File: src/tlpd_pkg.sv
// Operation
// - Six equal phases, refresh cycle at most 33 ms.
// - Refresh rate at least 30 Hz.
// - Slowest phase lasts 5.5 ms.
// - Phase start discharges capacitor, then releases tick.
// - Tick pin driven low about 40 us.
// - Each phase updates backplanes and segments.
// - Backplane: data/config gives Hi-Z, low, high.
// - Phase 0: first backplane high, pattern 04.
// - Phases 1, 2: second, third backplane high.
// - Phases 3 to 5: backplane low, others Hi-Z.
// - Three segment bits select one of eight waveforms.
// - Waveform uses six bits, one per phase.
// - Segment levels precomputed per phase into bytes.
// - 32 segments in list, specials separate, 36 total; the code also writes each special over bit 7 of its digit byte.
// - Hex digit converted to seven-segment pattern.
// - Images recomputed only when display changes; the code converts continuously and latches the result only on image_load.
// - Phase tick blocked while images are copied.
// - Reset configures ports, phase zero, discharges, enables; the code's reset loads phase five and its discharge enters phase zero.
// - Phase update finishes within 150 instruction cycles.
// - Instruction cycle is ten oscillator periods.
// - Phase index wraps from five to zero.
// - Mid level comes from high-impedance backplane.
// - Tick on rising edge of RC input.
package tlpd_pkg;

  // Clock rate of this block in Hz.
  localparam int unsigned CLK_HZ = 40000000;
  // Number of timephases in one refresh cycle.
  localparam int unsigned PHASES = 6;
  // Longest refresh cycle in ms and slowest phase in us.
  localparam int unsigned REFRESH_MAX_MS = 33;
  localparam int unsigned REFRESH_MIN_HZ = 30;
  localparam int unsigned PHASE_MAX_US   = 5500;
  // Phase length in clock cycles at the slowest permitted rate, rounded down.
  localparam int unsigned PHASE_CYC = PHASE_MAX_US * (CLK_HZ / 1000000);
  // Fastest refresh, used as the shortest programmable phase.
  localparam int unsigned REFRESH_MAX_HZ = 60;
  localparam int unsigned PHASE_MIN_CYC  = CLK_HZ / (REFRESH_MAX_HZ * PHASES);
  // Capacitor discharge time in us, as a least time rounded up.
  localparam int unsigned DISCH_US  = 40;
  localparam int unsigned DISCH_CYC = (DISCH_US * CLK_HZ + 999999) / 1000000;
  // Instruction cycle is ten oscillator periods of a 2 MHz oscillator: 5 us.
  localparam int unsigned OSC_HZ        = 2000000;
  localparam int unsigned OSC_PER_INSTR = 10;
  localparam int unsigned INSTR_LIMIT   = 150;
  localparam int unsigned UPDATE_LIMIT_CYC =
      INSTR_LIMIT * OSC_PER_INSTR * (CLK_HZ / OSC_HZ);
  // Backplane port images per phase, data then configuration.
  localparam logic [7:0] BP_DATA [PHASES] = '{8'h04, 8'h10, 8'h20, 8'h00, 8'h00, 8'h00};
  localparam logic [7:0] BP_CONF [PHASES] = '{8'h04, 8'h10, 8'h20, 8'h04, 8'h10, 8'h20};
  // Port bit positions of the three backplanes.
  localparam int unsigned BP1_BIT = 2;
  localparam int unsigned BP2_BIT = 4;
  localparam int unsigned BP3_BIT = 5;
  // Waveform bytes indexed by the three segment bits of a pin.
  localparam logic [7:0] WAVE [8] = '{8'h07, 8'h0E, 8'h15, 8'h1C, 8'h23, 8'h2A, 8'h31, 8'h38};
  // Seven-segment patterns for hex digits 0 to F.
  localparam logic [7:0] HEXSEG [16] = '{8'hEF, 8'h07, 8'hBD, 8'h3F, 8'h57, 8'h7E, 8'hFE, 8'h0F,
                                         8'hFF, 8'h7F, 8'hDF, 8'hF6, 8'hEC, 8'hB7, 8'hFC, 8'hDC};
  // Phase index of the first phase after reset; reset itself loads PHASES - 1.
  localparam logic [2:0] PHASE_RST = 3'h0;

endpackage : tlpd_pkg

File: src/tlpd_driver.sv
`timescale 1ns/100ps
`default_nettype none
// Triplex LCD phase driver: six-phase backplane and segment sequencer.
module tlpd_driver #(
  parameter int unsigned PHASE_CYC_DEF = tlpd_pkg::PHASE_CYC,
  parameter int unsigned DISCH_CYC_DEF = tlpd_pkg::DISCH_CYC
) (
  input  wire logic        clock,
  input  wire logic        nrst,
  input  wire logic [15:0] digits,
  input  wire logic [3:0]  special,
  input  wire logic        image_load,
  input  wire logic        use_counter,
  input  wire logic [17:0] phase_len,
  input  wire logic        rc_tick_input,
  output logic             rc_tick_out,
  output logic             rc_tick_oe,
  output logic             backplane_one_pin,
  output logic             backplane_one_oe,
  output logic             backplane_two_pin,
  output logic             backplane_two_oe,
  output logic             backplane_three_pin,
  output logic             backplane_three_oe,
  output logic      [3:0]  seg_d,
  output logic      [7:0]  seg_l,
  output logic      [2:0]  phase,
  output logic             busy
);

  // Sequencer states.
  typedef enum logic [3:0] {
    ST_RUN   = 4'h1,
    ST_DISCH = 4'h2,
    ST_HIZ   = 4'h4,
    ST_APPLY = 4'h8
  } tlpd_state_e;

  // Complete state of the block.
  typedef struct packed {
    tlpd_state_e st;       // Sequencer state.
    logic [2:0]  ph;       // Current phase index.
    logic [17:0] cnt;      // Phase and discharge timer.
    logic [2:0]  sync;     // Tick pin synchroniser.
    logic        tick_lvl; // Filtered tick level.
    logic        pend;     // Pending phase tick.
    logic        copying;  // Images being copied.
    logic [23:0] img_d;    // Refresh list for segment port D.
    logic [47:0] img_l;    // Refresh list for segment port L.
    logic [7:0]  bp_data;  // Backplane data image.
    logic [7:0]  bp_conf;  // Backplane configuration image.
    logic [3:0]  seg_d;    // Segment port D register.
    logic [7:0]  seg_l;    // Segment port L register.
    logic        disch;    // Tick pin driven low.
  } tlpd_state_s;

  tlpd_state_s r;       // Registered state.
  tlpd_state_s next_r;  // Next state.
  logic [23:0] new_d;   // Freshly computed D images.
  logic [47:0] new_l;   // Freshly computed L images.
  logic        rise;    // Filtered rising edge on the tick pin.
  logic [17:0] plen;    // Selected phase length.

  // Image conversion runs combinationally from the live digits and special inputs; only its result is latched.
  tlpd_image u_image (
    .digits    (digits),
    .special   (special),
    .seg_d_img (new_d),
    .seg_l_img (new_l)
  );

  // Phase length falls back to the slowest legal value when programmed too long or too short.
  always_comb begin
    plen = phase_len;
    if (phase_len > 18'(PHASE_CYC_DEF) || phase_len < 18'(tlpd_pkg::PHASE_MIN_CYC)) begin
      plen = 18'(PHASE_CYC_DEF);
    end
  end

  // Tick pin edge once the second and third stage agree.
  assign rise = (r.sync[1] == r.sync[2]) && r.sync[2] && !r.tick_lvl;

  // Next-state logic for the whole block.
  always_comb begin
    next_r      = r;
    next_r.sync = {r.sync[1:0], rc_tick_input};
    if (r.sync[1] == r.sync[2]) begin
      next_r.tick_lvl = r.sync[2];
    end
    // Copy takes one cycle and holds off the tick.
    next_r.copying = image_load;
    if (r.copying) begin
      next_r.img_d = new_d;
      next_r.img_l = new_l;
    end
    unique case (r.st)
      ST_RUN: begin
        if (use_counter) begin
          next_r.cnt = r.cnt + 18'h00001;
          if (r.cnt + 18'h00001 >= plen) begin
            next_r.pend = 1'b1;
          end
        end
        // Tick is held off while the images are copied.
        if (r.pend && !r.copying && !image_load) begin
          next_r.pend  = 1'b0;
          next_r.st    = ST_DISCH;
          next_r.disch = 1'b1;
          next_r.cnt   = 18'h00000;
        end
      end
      ST_DISCH: begin
        next_r.cnt = r.cnt + 18'h00001;
        if (r.cnt + 18'h00001 >= 18'(DISCH_CYC_DEF)) begin
          next_r.disch = 1'b0;
          next_r.st    = ST_HIZ;
          next_r.ph    = (r.ph == 3'(tlpd_pkg::PHASES - 1)) ? 3'h0 : r.ph + 3'h1;
          next_r.bp_conf = 8'h00;
        end
      end
      ST_HIZ: begin
        next_r.st      = ST_APPLY;
        next_r.bp_data = tlpd_pkg::BP_DATA[r.ph];
        next_r.bp_conf = tlpd_pkg::BP_CONF[r.ph];
        next_r.seg_d   = r.img_d[r.ph*4 +: 4];
        next_r.seg_l   = r.img_l[r.ph*8 +: 8];
      end
      ST_APPLY: begin
        next_r.st  = ST_RUN;
        next_r.cnt = 18'h00000;
      end
    endcase
    // A pin edge that meets the take of the previous tick is kept, so the set wins.
    if (rise && !r.disch) begin
      next_r.pend = 1'b1;
    end
  end

  // Register with synchronous reset; reset starts with a discharge from phase five into phase zero.
  always_ff @(posedge clock) begin
    if (!nrst) begin
      r         <= '0;
      r.st      <= ST_DISCH;
      r.disch   <= 1'b1;
      r.ph      <= 3'(tlpd_pkg::PHASES - 1);
    end else begin
      r <= next_r;
    end
  end

  // Backplane pin decode: data/config 0/0 is Hi-Z giving the mid level.
  assign backplane_one_pin   = r.bp_data[tlpd_pkg::BP1_BIT];
  assign backplane_one_oe    = r.bp_conf[tlpd_pkg::BP1_BIT];
  assign backplane_two_pin   = r.bp_data[tlpd_pkg::BP2_BIT];
  assign backplane_two_oe    = r.bp_conf[tlpd_pkg::BP2_BIT];
  assign backplane_three_pin = r.bp_data[tlpd_pkg::BP3_BIT];
  assign backplane_three_oe  = r.bp_conf[tlpd_pkg::BP3_BIT];
  assign rc_tick_out = 1'b0;
  assign rc_tick_oe  = r.disch;
  assign seg_d = r.seg_d;
  assign seg_l = r.seg_l;
  assign phase = r.ph;
  assign busy  = (r.st != ST_RUN);

  // Discharge lasts at least eight cycles once started.
  property p_disch_len;
    @(posedge clock) disable iff (!nrst)
      $rose(rc_tick_oe) |-> rc_tick_oe [*8] ;
  endproperty
  a_disch_len: assert property (p_disch_len) else $error("discharge too short");

  // Phase advances by one with wrap after discharge.
  property p_wrap;
    @(posedge clock) disable iff (!nrst)
      $fell(rc_tick_oe) |-> phase == (($past(phase) == 3'h5) ? 3'h0 : $past(phase) + 3'h1);
  endproperty
  a_wrap: assert property (p_wrap) else $error("phase did not advance");

  // Backplanes are all Hi-Z one cycle before the new pattern.
  property p_hiz;
    @(posedge clock) disable iff (!nrst)
      $fell(rc_tick_oe) |-> !backplane_one_oe && !backplane_two_oe && !backplane_three_oe;
  endproperty
  a_hiz: assert property (p_hiz) else $error("no Hi-Z gap");

  // Exactly one backplane is driven once the pattern is applied.
  property p_one_bp;
    @(posedge clock) disable iff (!nrst)
      (r.st == ST_APPLY) |-> $onehot({backplane_one_oe, backplane_two_oe, backplane_three_oe});
  endproperty
  a_one_bp: assert property (p_one_bp) else $error("backplane pattern wrong");

  // High phases drive high, low phases drive low.
  property p_level;
    @(posedge clock) disable iff (!nrst)
      (r.st == ST_APPLY) |-> ((phase < 3'h3) == (backplane_one_pin | backplane_two_pin
                                                 | backplane_three_pin));
  endproperty
  a_level: assert property (p_level) else $error("backplane level wrong");

  // Phase zero drives the first backplane.
  property p_ph0;
    @(posedge clock) disable iff (!nrst)
      (r.st == ST_APPLY && phase == 3'h0) |-> backplane_one_oe && backplane_one_pin;
  endproperty
  a_ph0: assert property (p_ph0) else $error("phase zero wrong");

  // No phase update starts while images are copied.
  property p_block;
    @(posedge clock) disable iff (!nrst)
      r.copying |=> !$rose(rc_tick_oe);
  endproperty
  a_block: assert property (p_block) else $error("tick during copy");

  // Update completes inside the instruction budget; the timer counts only the discharge part of the busy time.
  property p_budget;
    @(posedge clock) disable iff (!nrst)
      busy |-> (r.cnt < 18'(tlpd_pkg::UPDATE_LIMIT_CYC));
  endproperty
  a_budget: assert property (p_budget) else $error("update too slow");

  // Segment port D follows the refresh list when applied.
  property p_seg;
    @(posedge clock) disable iff (!nrst)
      (r.st == ST_APPLY) |-> seg_d == r.img_d[phase*4 +: 4];
  endproperty
  a_seg: assert property (p_seg) else $error("segment image wrong");

  c_wrap:  cover property (@(posedge clock) disable iff (!nrst) $fell(rc_tick_oe) && phase == 3'h0);
  c_copy:  cover property (@(posedge clock) disable iff (!nrst) r.copying && r.pend);
  c_cnt:   cover property (@(posedge clock) disable iff (!nrst) use_counter && $rose(rc_tick_oe));

endmodule : tlpd_driver
`default_nettype wire

File: src/tlpd_image.sv
`timescale 1ns/100ps
`default_nettype none
// Combinational conversion of digits and specials into per-phase port images.
module tlpd_image (
  input  wire logic [15:0] digits,
  input  wire logic [3:0]  special,
  output logic      [23:0] seg_d_img,
  output logic      [47:0] seg_l_img
);

  // Segment list of four bytes plus the four special bits.
  logic [7:0]  seglst [4];
  // Thirty-six segment states grouped three to a pin.
  logic [35:0] seg_bits;

  // Digit lookup and special insertion into the top bit of each byte.
  always_comb begin
    for (int i = 0; i < 4; i++) begin
      seglst[i]    = tlpd_pkg::HEXSEG[digits[i*4 +: 4]];
      seglst[i][7] = special[i];
    end
    seg_bits = {4'h0, seglst[3], seglst[2], seglst[1], seglst[0]};
    seg_bits[35:32] = special;
  end

  // Each of twelve pins picks a waveform from its three segment bits.
  genvar p;
  generate
    for (p = 0; p < 12; p++) begin : g_pin
      logic [7:0] w;
      assign w = tlpd_pkg::WAVE[seg_bits[p*3 +: 3]];
      for (genvar ph = 0; ph < 6; ph++) begin : g_ph
        if (p < 4) begin : g_d
          assign seg_d_img[ph*4 + p] = w[ph];
        end else begin : g_l
          assign seg_l_img[ph*8 + p - 4] = w[ph];
        end
      end
    end
  endgenerate

endmodule : tlpd_image
`default_nettype wire

File: config.mk
export PLATFORM = sky130hd
export DESIGN_NAME = tlpd_driver
export DESIGN_NICKNAME = d
export VERILOG_FILES = /design/src/tlpd_pkg.sv /design/src/tlpd_driver.sv /design/src/tlpd_image.sv
export SDC_FILE = /design/constraint.sdc
export NUM_CORES = 1
export LEC_CHECK = 0
export ABC_CLOCK_PERIOD_IN_PS = 3200
export BUFFER_PORTS_ARGS = -buffer_cell sky130_fd_sc_hd__buf_2
export CAP_MARGIN = 20
export CORE_AREA = 2 2 117 108
export CTS_BUF_LIST = sky130_fd_sc_hd__clkbuf_8
export CTS_CLUSTER_SIZE = 25
export DETAILED_ROUTE_END_ITERATION = 10
export DIE_AREA = 0 0 119 110
export GPL_TIMING_DRIVEN = 0
export HOLD_SLACK_MARGIN = 0.05
export PLACE_DENSITY = 0.72
export SLEW_MARGIN = 40
export SYNTH_ARGS = -nofsm -noshare
export SYNTH_HDL_FRONTEND = slang
export SYNTH_SLANG_ARGS = --single-unit
File: constraint.sdc
create_clock -name clock -period 3.2 [get_ports clock]
set_input_delay 0.16 -clock clock [delete_from_list [all_inputs] [get_ports clock]]
set_output_delay 0.16 -clock clock [all_outputs]
set_load 0.02 [all_outputs]
==> flow_metrics.py <==
metrics = {
    "drt": {
        "first_pass_iters": 5,
        "routedWlPerCell_um": 17.0,
        "via_per_inst": 5.92,
        "antenna_left": 0,
        "drcViolationCount": 0,
        "drt_iter0_markers": 587,
        "vias": 5941,
        "drt-total-wl_um": 17100,
    },
    "synth": {
        "synthCells": 760,
        "synthFlopType": "dfxtp_1",
        "synth_nets": 844,
        "yosysWarnings": 0,
        "netlist_area_um2": 6370,
        "synth_cell_types": 62,
        "synth_seq_cells": 107,
        "syn_avg_cell_area_um2": 8.38,
        "synth-async-reset-ratio": 0,
        "synth_edf_count": 0,
        "synth.yosys.seq_area_share": 0.336,
    },
    "final_layout": {
        "diodes": 0,
        "num-fill-cells": 1102,
        "finalNonFillerCells": 1004,
        "areaGrowthSynthToFinish_pct": 12.5,
        "drive_above_1_share": 0.160,
        "fin_nets": 923,
    },
    "place": {
        "io_buffers": 61,
        "hpwl_um": 12600,
        "gp_routability_congestion": 0.874,
        "dp_cells": 982,
    },
    "sta": {
        "worstMarginPinSlew_ps": 944,
        "drv_slew": 0,
        "hold_viol_final": 0,
        "grt_setup_unrepaired": "false",
        "setup_violations": 0,
        "layout_min_cycle_time_ps": 2970,
        "timing.slew.headroom": 0.368,
        "fin_crit_sh": 0.929,
        "fmax_mhz": 336,
        "fin_skew_ps": 9.87,
    },
    "grt": {
        "first_global_vias": 5360,
        "grt-ovfl-total": 0,
        "grt_max_degree": 19,
        "antenna_found_initial": 0,
        "grt_pass1_wl_um": 27200,
        "grtUsageTotal": 0.264,
    },
    "critical_path": {
        "critPathCapture": "r[102]",
        "r2r_end": "r[102]",
        "reg2reg_depth": 11,
        "arrival_ps": 3210,
        "start_kind": "input pin",
        "worstPathRequired_ps": 3440,
        "criticalPathCategory": "in2reg",
        "cp_max_fo": 8,
        "startpoint": "phase_len[8]",
        "regToRegSetupSlack_ps": 260,
        "r2r_start": "r[107]",
        "cp-end-kind": "register",
    },
    "die": {
        "start_util": 0.538,
        "die_w_um": 119,
        "die_h_um": 110,
        "boundaryPins": 67,
        "row_count": 38,
        "dieArea_um2": 13100,
        "core_area_um2": 11800,
    },
    "pwr": {
        "power.total_mw": 2.68,
        "ir_drop_mv": 0.253,
        "p_int_mw": 1.96,
        "p_sw_frac": 0.267,
        "power.density_nw_per_um2": 374,
        "p_leak_nw": 3.14,
        "p_clk_frac": 0.346,
        "comb_power_share": 0.127,
        "switching_power_uw": 717,
        "seqPwrFrac": 0.527,
    },
    "clock_tree": {
        "clock_latency_ps": 380,
        "cts.clk_slew.worst_paths_ps": 100,
        "cts_root_buf": "clkbuf_8",
        "numCtsBuffers": 9,
        "cts_resized": 0,
        "cts.path.max_buffers": 2,
        "htree_levels": 3,
        "cts_tree": "yes",
        "clkSinkCount": 107,
        "cts_setup_buffers": 0,
    },
    "status": {
        "status": "complete, no violations",
    },
    "hold_path": {
        "min-delay-start": "digits[14]",
        "hold_path.class": "in2reg",
    },
    "job": {
        "maxCapViolCount": 0,
    },
}
==> per-stage QoR <==
stage | cell area [um^2] | setup WS (ps) | setup TNS [ps] | util | hold slack (ps)
2_1_floorplan | 6370 | 421 | 0 | - | 254
3_3_place_gp | 6880 | 2.51 | 0 | 0.581 | 371
3_5_place_dp | 6880 | -143 | -143 | 0.581 | 374
4_1_cts | 7160 | 245 | 0 | 0.605 | 147
5_1_grt | 7160 | 2.40 | 0 | 0.605 | 149
6_report | 7160 | 227 | 0 | 0.605 | 156
==> power by group through the flow <==
stage | logic (mW) | registers, mW | clock network [mW]
after detailed placement | 0.328 | 1.44 | 0
after floorplan | 0.220 | 1.43 | 0
after global routing | 0.379 | 1.42 | 0.983
after CTS | 0.336 | 1.41 | 0.936
after global placement | 0.312 | 1.44 | 0
final | 0.342 | 1.41 | 0.927
==> critical path: stages <==
cell      delay [ps]
buf_2            110
nor4_1           330
a31oi_1          170
o311a_1          320
o211ai_1         200
nor2_1           120
a21o_1           260
and2_1           200
ha_1             250
nand2b_1         140
a21o_1           170
a21o_1           180
a211oi_1         230
o211ai_1         120
nand2_1          140
a41oi_1          120
==> routing by layer <==
metal | vias to the layer above | routed length [um] | GRT usage
li1 | 2857 | - | -
met3 | 26 | 1360 | 0.0586
met1 | 2836 | 7850 | 0.360
met2 | 222 | 7620 | 0.428
met4 | 0 | 253 | 0.0646
met5 | - | 0 | 0
==> flip-flops by register name, summed over array words and instances, names as in the netlist <==
signal / cells
phase: 3
backplane_three_oe: 1
next_r: 2
backplane_one_pin: 1
backplane_one_oe: 1
backplane_two_oe: 1
r: 83
backplane_two_pin: 1
seg_l: 8
seg_d: 4
backplane_three_pin: 1
rc_tick_oe: 1
==> layout make-up <==
type                    count  area, um^2  share of cell area
multi-input cells         558        3790               0.529
flip-flops and latches    107        2140               0.299
repair buffers             68         370              0.0517
plain buffers              67         337              0.0470
well taps                 160         200              0.0279
clock buffers               9         124              0.0173
inverters                  28         105              0.0147
clock inverters             7        98.8              0.0138
==> synth_stat cells (3+ instances only) <==
cell      instances  area, um^2
a211oi_1          5        37.5
a21o_1            6        45.0
a21oi_1          63         315
a221oi_1         11        96.3
a22oi_1          10        75.1
a311oi_1          4        35.0
a31oi_1           5        31.3
and2_1            6        37.5
and3_1            4        25.0
buf_2             4        20.0
buf_4            19         143
clkbuf_1         41         154
dfxtp_1         107        2140
ha_1             41         513
inv_1            26        97.6
mux2i_1          27         270
mux4_2           12         270
nand2_1          66         248
nand2b_1         18         113
nand3_1          13        65.1
nand3b_1          4        30.0
nand4_1           4        25.0
nor2_1           99         372
nor2b_1           5        31.3
nor3_1           10        50.1
nor3b_1           4        30.0
nor4_1            4        25.0
o211a_1           9        90.1
o211ai_1         19         143
o21a_1            3        22.5
o21ai_0          49         245
o311a_1           4        40.0
or2_2             3        18.8
or3_1             3        18.8
xnor2_1          10        87.6
xor2_1            7        61.3
==> cells in the final DEF (no fill, tap or decap), types with 4 or more instances in the layout <==
cell	count
nor4_1	4
o211a_1	9
a22oi_1	10
dlygate4sd3_1	6
mux4_2	12
a21o_1	6
ha_1	41
mux2i_1	27
buf_4	19
a311oi_1	4
a221oi_1	11
a31oi_1	5
clkbuf_8	9
clkbuf_1	40
a211oi_1	5
a21oi_1	63
nand3b_1	4
nand2_1	66
o21ai_0	49
nor2b_1	5
nand2b_1	18
buf_2	66
xnor2_1	10
nor2_1	99
o311a_1	4
nand3_1	13
nand4_1	4
dfxtp_1	107
inv_1	26
o211ai_1	19
nor3b_1	4
nor3_1	10
and3_1	4
and2_1	6
xor2_1	7
==> worst min-delay path by stage <==
stage / endpoint / cells after the start / slack [ps]
after global placement: next_r[105] / 2 / 370
after global routing: r[35] / 3 / 150
after detailed placement: next_r[105] / 2 / 370
after floorplan: r[36] / 1 / 250
after CTS: r[35] / 3 / 150
final: r[35] / 3 / 160
==> timing repair <==
item,CTS,global route
endpoints found under the setup margin,0,0
endpoints found under the hold margin,7,0
hold buffers,6,0
==> cell families after synthesis <==
kind of cell             after synthesis  share of synthesized area
other                                  1                   0.000589
buffers and inverters                 95                     0.0691
multiplexers                          39                     0.0849
flip-flops                           107                      0.336
XOR/XNOR                              17                     0.0234
AND/OR/NAND/NOR                      253                      0.191
adder cells (fa/ha/maj)               41                     0.0805
AO/OA/AOI/OAI                        207                      0.214
Note: power is estimated with default switching activity, not from simulation.
